[src/dvid_pkg.sv]
/*
  Package for the device identity register block: table-read addresses,
  field layout and fixed values.
  Assumes a 24-bit program-word data path and a 24-bit table address.
*/
package dvid_pkg;
  localparam int unsigned ADDR_W = 24;
  localparam int unsigned WORD_W = 24;
  localparam int unsigned VAL_W = 16;
  localparam int unsigned UNIT_WORDS = 4;
  // identity addresses near the top of program space, unit words at 0x800f80; placement is arbitrary
  localparam logic [23:0] PART_IDENTITY_ADDR = 24'hff0000;
  localparam logic [23:0] SILICON_REVISION_ADDR = 24'hff0002;
  localparam logic [23:0] UNIT_ID_BASE_ADDR = 24'h800f80;
  // identity values arbitrary, chosen for this design only
  localparam logic [15:0] PART_IDENTITY_VALUE = 16'h1234;
  localparam logic [15:0] SILICON_REVISION_VALUE = 16'h0001;
  localparam logic [15:0] UNIT_ID_RESET = 16'hffff;
  localparam logic [7:0] UPPER_ZERO = 8'h00;

  typedef struct packed {
    logic rd;
    logic wr;
    logic [23:0] addr;
    logic [23:0] wdata;
  } dvid_req_t;

  typedef struct packed {
    logic valid;
    logic hit;
    logic [23:0] rdata;
  } dvid_rsp_t;
endpackage : dvid_pkg

[src/dvid_identity.sv]
/*
  Device identity registers on the table-read path: part identity,
  silicon revision and unit identification words.
  Assumes the core issues one-cycle table read and write strobes on clk.
*/
`timescale 1ns/10ps
`default_nettype none
// Notes on behaviour
// - two identity registers, writes never change them
// - 24-bit words, only low sixteen bits stored
// - bits 23 to 16 read zero
// - values reached through table reads
// - fixed identity addresses near top of program space, unit words at 0x800f80
// - part identity holds family and part number
// - revision holds major and minor levels
// - user-programmable unit identification words
module dvid_identity (
  input wire logic clk,
  input wire logic reset,
  input wire dvid_pkg::dvid_req_t req,
  output dvid_pkg::dvid_rsp_t rsp
);
  typedef struct packed {
    dvid_pkg::dvid_rsp_t rsp;
  } dvid_state_t;

  dvid_state_t state;
  dvid_state_t next_state;
  logic unit_sel_rd;
  logic unit_sel_wr;
  logic [15:0] unit_rdata;

  // unit words sit on even addresses of a small window
  assign unit_sel_rd = req.addr[23:3] == dvid_pkg::UNIT_ID_BASE_ADDR[23:3];
  // only the unit window takes writes, identity words have no storage
  assign unit_sel_wr = req.wr && unit_sel_rd;

  dvid_unit_words u_unit (
    .clk(clk),
    .reset(reset),
    .wr_en(unit_sel_wr),
    .wr_index(req.addr[2:1]),
    .wr_data(req.wdata[15:0]),
    .rd_index(req.addr[2:1]),
    .rd_data(unit_rdata)
  );

  // writes to identity addresses fall through unused
  always_comb begin
    next_state = '0;
    if (req.rd) begin
      next_state.rsp.valid = 1'b1;
      if (req.addr == dvid_pkg::PART_IDENTITY_ADDR) begin
        next_state.rsp.hit = 1'b1;
        next_state.rsp.rdata = {dvid_pkg::UPPER_ZERO, dvid_pkg::PART_IDENTITY_VALUE};
      end else if (req.addr == dvid_pkg::SILICON_REVISION_ADDR) begin
        next_state.rsp.hit = 1'b1;
        next_state.rsp.rdata = {dvid_pkg::UPPER_ZERO, dvid_pkg::SILICON_REVISION_VALUE};
      end else if (unit_sel_rd) begin
        next_state.rsp.hit = 1'b1;
        next_state.rsp.rdata = {dvid_pkg::UPPER_ZERO, unit_rdata};
      end
    end
  end

  always_ff @(posedge clk or posedge reset) begin
    if (reset) begin
      // identity values are constants, untouched by reset
      state <= '0;
    end else begin
      state <= next_state;
    end
  end

  assign rsp = state.rsp;

  AST_UPPER_ZERO: assert property (@(posedge clk) disable iff (reset)
    rsp.valid |-> rsp.rdata[23:16] == 8'h00)
    else $error("upper byte not zero");
  AST_PART_READ: assert property (@(posedge clk) disable iff (reset)
    req.rd && req.addr == dvid_pkg::PART_IDENTITY_ADDR
      |=> rsp.valid && rsp.hit && rsp.rdata == 24'h001234)
    else $error("part identity read wrong");
  AST_REV_READ: assert property (@(posedge clk) disable iff (reset)
    req.rd && req.addr == dvid_pkg::SILICON_REVISION_ADDR
      |=> rsp.valid && rsp.hit && rsp.rdata == 24'h000001)
    else $error("revision read wrong");
  AST_WRITE_IGNORED: assert property (@(posedge clk) disable iff (reset)
    req.wr && req.rd && req.addr == dvid_pkg::PART_IDENTITY_ADDR
      |=> rsp.rdata[15:0] == 16'h1234)
    else $error("identity changed by write");
  AST_READ_ONE_CYCLE: assert property (@(posedge clk) disable iff (reset)
    req.rd |=> rsp.valid)
    else $error("read not answered");
  AST_NO_SPURIOUS: assert property (@(posedge clk) disable iff (reset)
    !req.rd |=> !rsp.valid && rsp.rdata == 24'h000000)
    else $error("answer without read");
  AST_UNIT_WRITE: assert property (@(posedge clk) disable iff (reset)
    req.wr && unit_sel_rd && !req.rd ##1 !req.wr
      ##1 (req.rd && req.addr == $past(req.addr, 2))
      |=> rsp.rdata[15:0] == $past(req.wdata[15:0], 3))
    else $error("unit word not stored");
  AST_HIT_NEEDS_VALID: assert property (@(posedge clk) disable iff (reset)
    rsp.hit |-> rsp.valid)
    else $error("hit without valid");
  AST_UNMAPPED: assert property (@(posedge clk) disable iff (reset)
    req.rd && req.addr != dvid_pkg::PART_IDENTITY_ADDR
      && req.addr != dvid_pkg::SILICON_REVISION_ADDR && !unit_sel_rd
      |=> !rsp.hit && rsp.rdata == 24'h000000)
    else $error("unmapped read hit");
endmodule : dvid_identity
`default_nettype wire

[src/dvid_unit_words.sv]
/*
  User-programmable unit identification words, flip-flop storage.
  Assumes writes come only from the table-write path on the same clock.
*/
`timescale 1ns/10ps
`default_nettype none
module dvid_unit_words (
  input wire logic clk,
  input wire logic reset,
  input wire logic wr_en,
  input wire logic [1:0] wr_index,
  input wire logic [15:0] wr_data,
  input wire logic [1:0] rd_index,
  output logic [15:0] rd_data
);
  typedef struct packed {
    logic [dvid_pkg::UNIT_WORDS-1:0][15:0] word;
  } dvid_unit_state_t;

  dvid_unit_state_t state;
  dvid_unit_state_t next_state;

  // every word reads all ones after each reset until written
  always_comb begin
    next_state = state;
    if (wr_en) begin
      next_state.word[wr_index] = wr_data;
    end
  end

  always_ff @(posedge clk or posedge reset) begin
    if (reset) begin
      state <= {dvid_pkg::UNIT_WORDS{dvid_pkg::UNIT_ID_RESET}};
    end else begin
      state <= next_state;
    end
  end

  assign rd_data = state.word[rd_index];
endmodule : dvid_unit_words
`default_nettype wire
[config.mk]
export PLATFORM = sky130hd
export DESIGN_NAME = dvid_identity
export DESIGN_NICKNAME = d
export VERILOG_FILES = /design/src/dvid_pkg.sv /design/src/dvid_identity.sv /design/src/dvid_unit_words.sv
export SDC_FILE = /design/constraint.sdc
export NUM_CORES = 1
export LEC_CHECK = 0
export BUFFER_PORTS_ARGS = -buffer_cell sky130_fd_sc_hd__buf_4
export CAP_MARGIN = 10
export CORE_MARGIN = 2
export CORE_UTILIZATION = 59
export DETAILED_ROUTE_END_ITERATION = 10
export GPL_TIMING_DRIVEN = 0
export HOLD_SLACK_MARGIN = 0.05
export PLACE_DENSITY_LB_ADDON = 0.3
export SYNTH_ARGS = -nofsm -noshare
export SYNTH_HDL_FRONTEND = slang
export SYNTH_HIERARCHICAL = 1
export SYNTH_SLANG_ARGS = --single-unit
[constraint.sdc]
create_clock -name clk -period 2.1 [get_ports clk]
set_input_delay 0.21 -clock clk [delete_from_list [all_inputs] [get_ports clk]]
set_output_delay 0.21 -clock clk [all_outputs]
set_load 0.02 [all_outputs]
Word-level counts from Yosys, hierarchy flattened
Cells that the tools add are included.
{ "op_classes": {"magnitude_cmp": 2, "eq_ne": 3, "mux": 9, "reduce_logical": 2} }
{ "op_table": {"columns": ["op", "n"], "rows": [
  ["2-to-1 mux 25 bit", 3],
  ["bitwise mux 64 bit", 1],
  ["equality test 24 bit (second input constant)", 2],
  ["binary-select mux 16 bit (select 2 bit)", 1],
  ["demux 16 bit (select 2 bit)", 1],
  ["2-to-1 mux 16 bit", 2],
  ["2-to-1 mux 26 bit", 1],
  ["equality test 21 bit (second input constant)", 1],
  ["< comparator 2 x 3 -> 1 bit (second input constant)", 1],
  ["greater-or-equal comparator 2 x 1 -> 1 bit (second input constant)", 1],
  ["logical AND 1 bit", 2]
]} }
{ "totals": {"register_bits": 90, "wordCells": 23} }

Logic depth before layout (Yosys ltp)
{ "logic_depth": {"word_depth": 6, "mapped_depth": 7} }

Hierarchy
The synthesis kept the hierarchy.
{ "by_module_without_submodules": {"columns": ["mod", "n_inst", "cells_each", "area_each_um2"], "rows": [
  ["dvid_unit_words", 1, 157, 2877.8],
  ["dvid_identity", 1, 74, 894.6]
]} }

Worst setup path before layout
No wires, ideal clock.
{ "synth_timing": {"kind": "input to register", "start": "input req[42] (netlist bit)", "end": "register u_unit/state[0] (netlist bit)", "setup_ps": 82, "arrival_ps": 1940, "required_time_ps": 2018, "path_slack_ps": 78, "path_stages": 7, "path_buffers": 2, "cell_sequence": "nor4_4 > and3_1 > buf_4 > and3_1 > nor3b_4 > buf_6 > mux2_2"} }
{ "synth_via": {"elab_chain_len": 2} }
{ "synth_rtl": {"columns": ["element", "line", "text"], "rows": [
  ["start: declaration", "dvid_identity.sv:20", "input wire dvid_pkg::dvid_req_t req,"],
  ["equality test 21 bit", "dvid_identity.sv:34", "assign unit_sel_rd = req.addr[23:3] == dvid_pkg::UNIT_ID_BASE_ADDR[23:3];"],
  ["logical AND 1 bit", "dvid_identity.sv:36", "assign unit_sel_wr = req.wr && unit_sel_rd;"],
  ["via unit_sel_wr", "dvid_identity.sv:30", "logic unit_sel_wr;"],
  ["end signal: assignment", "dvid_unit_words.sv:33", "state <= {dvid_pkg::UNIT_WORDS{dvid_pkg::UNIT_ID_RESET}};"],
  ["end signal: assignment", "dvid_unit_words.sv:35", "state <= next_state;"],
  ["end: declaration", "dvid_unit_words.sv:20", "dvid_unit_state_t state;"]
]} }
The timed path passes the listed nets, and every way through them passes these cells.
A chain may end at the register's enable or synchronous reset.

Worst setup path in the final report
{ "layout_timing": {"start": "input req[42] (netlist bit)", "end": "register u_unit/state[14] (netlist bit)"} }
Same word-level chain as after synthesis.

==> run metrics <==
outcome completed; CTS Buf Count 9; CP Capture Type flip-flop; Area after DPL 0.00437 sq mm; routed length per placed instance around 19 microns; Hold WC Path Type in2reg; WP data required 2.37 ns; YS warnings 6; via/cell ratio between 5 and 6; DRC 0; CTS sink count 82; Power Dens Cells 660 mW/mm^2; final layout net count between 300 and 400; share of the synthesized area in the top cell type 0.446; sequential element share of the synthesized area 0.565; worst hold slack between 0.1 and 0.15 ns; GRT Util Overall 0.232; CTS tree done; global-route wire length before repair 12,400 microns; FFs w/ async S/R, synth 1.00; highest cell delay on the worst timing path around 0.36 ns; CP delay by family, top simple AND/OR/NAND/NOR gates; flop and latch count out of synthesis 82; clk root buf clkbuf_8; Fin Setup TNS 0 ns; gpl congestion roughly 0.75; RSZ-0062 raised after global routing no; row count 29; Post-Synthesis Cells ~230; Worst setup SP type input pin; CP Max Fanout 10; die height between 80 and 90 microns; pre-CTS WS -0.468 ns; setup violators final 0; H-tree depth 3; top cell type by total area after synthesis dfstp_2; placed insts approximately 380; antenna viol nets, final 0; Max IR drop VDD 0.399 mV; setup ws final roughly 0.11 ns; measured slew at the worst slew-check pin 0.780 ns; via count around 2,300; Pre-antenna DRT Iters 5; antenna cells 0; vias in the first global route between 2,000 and 2,500; relative slew slack 0.480; final slew viol count 0; drt total wl 7420 microns; crit-path cells buf_4, nor4_4, and3_1, buf_4, and3_1, nor3b_4, buf_4, mux2_2; mean post-synth cell area between 15 and 20 sq um; CP Buf/Inv Count 3; initial core utilization 0.601; DRT iter0 DRCs 85; slowest CP cell mux2_2; Worst Path Arrival approximately 2.3 ns; Max Fclk 503 MHz; Post-CTS Resized 0; most common cell type on the critical path buf_4; Synth cell types 27; Die W roughly 84 microns; Synth Flop Type dfstp_2; clock latency on the worst-skew pair 0.34 ns; core area approximately 0.0063 sq mm; total grt overflow 0; Post-synth EDFFs 0; Max-Cap Viols 0; maximum root-to-sink buffer count 2; Clock Skew approximately 0.0067 ns; post-synthesis cell area about 0.0038 sq mm; die area 0.00705 sq mm; Area contributors post-synth dfstp_2 45%, mux2_2 19%, dfrtp_1 12%, mux4_2 9.6%, buf_4 2.2%; clock slew at reported path FFs about 0.08 ns; Tcrit/Tclk final 0.947; largest net degree at the start of global routing between 40 and 50; Final min period 1.99 ns; I/O pins between 70 and 80; fin area about 0.0046 sq mm; HPWL after detailed placement a little over 5000 microns; Leak 0.00210 uW; CP Class in2reg; initial antenna violation count 0; IO buf count 61; share of cells above drive strength 1 0.787; Non-Filler Instances approximately 400; Hold Fails Final Rpt 0; Area Growth Syn to Fin 22.6%
[registers in the layout (all words and copies together) (netlist names)]
signal	flops
u_unit/state	64
rsp	18
[final timing paths]
check | from | endpoint | slack (ns) | depth (start not counted)
setup / recovery | req[42] | u_unit/state[14] | 0.11 | 8
hold / removal | req[1] | u_unit/state[33] | 0.12 | 2
setup reg to reg | u_unit/state[5] | rsp[5] | 0.91 | 3
hold reg to reg | u_unit/state[1] | u_unit/state[1] | 0.62 | 1
max in group asynchronous | reset | u_unit/state[23] | 0.99 | 4
min in group asynchronous | reset | rsp[11] | 0.58 | 3
[repair_timing]
item | CTS | global route
setup endpoints to repair | 10 | 0
hold endpoints to repair | 19 | 0
buffers inserted | 1 | 0
hold buffers | 2 | 0
[cell families after synthesis]
logic type             synth area share
buffers and inverters            0.0388
AND/OR/NAND/NOR                  0.0909
AO/OA/AOI/OAI                    0.0176
multiplexers                      0.287
other                          0.000994
flip-flops                        0.565
[area by class of cell]
class,count,area (sq um)
timing repair buffer,65,505
buffer,18,139
clock inverter,2,60.1
fill,416,1650
inverter,2,7.51
clock buffer,14,163
tap,77,96.3
multi-input combinational,136,1520
sequential,82,2130
[layer usage]
metal	routed length, microns	vias up	part of all wire	global-route usage
met4	102	0	0.014	0.0894
li1	-	1024	-	-
met2	3840	82	0.52	0.384
met5	0	-	0	0
met1	2970	1183	0.40	0.293
met3	509	11	0.069	0.0623
[power by group]
part / internal (uW) / switching, uW
Combinational: 93.1 / 110
Clock: 737 / 526
Sequential: 1590 / 0.296
Total: 2420 / 635
[cell usage after synthesis, drive strengths merged, types with 2 or more instances]
master and count:
mux2 64, nor4 3, mux4 16, o32ai 5, nand4 4, and4b 3, dfstp 64, buf 17
nor2b 3, and3 13, nand3 7, a21boi 2, inv 2, nand3b 2, dfrtp 18
[worst reg2reg max path: cells and delay by family, from the launching register on]
family	cells	cell delay, ns
DFF	1	0.54
AOI/OAI and AO/OA	1	0.26
muxes	1	0.22
and+or+nand+nor	1	0.07
[layout by cell type (no fill, tap or decap), types with 4 or more instances in the layout]
cell      count
nand3_1       5
buf_2         4
mux4_2       16
buf_4        73
conb_1        8
nand4_1       4
mux2_2       64
clkbuf_8     12
dfrtp_1      18
o32ai_1       5
and3_1       13
dfstp_2      64
[through the flow]
step,utilization,total power [uW]
after CTS,0.736,3090
after global routing,0.736,3170
after global placement,0.693,1810
after floorplan,-,1700
after detailed placement,0.697,1810
final,0.736,3050
(Power assumes the default switching activity.)
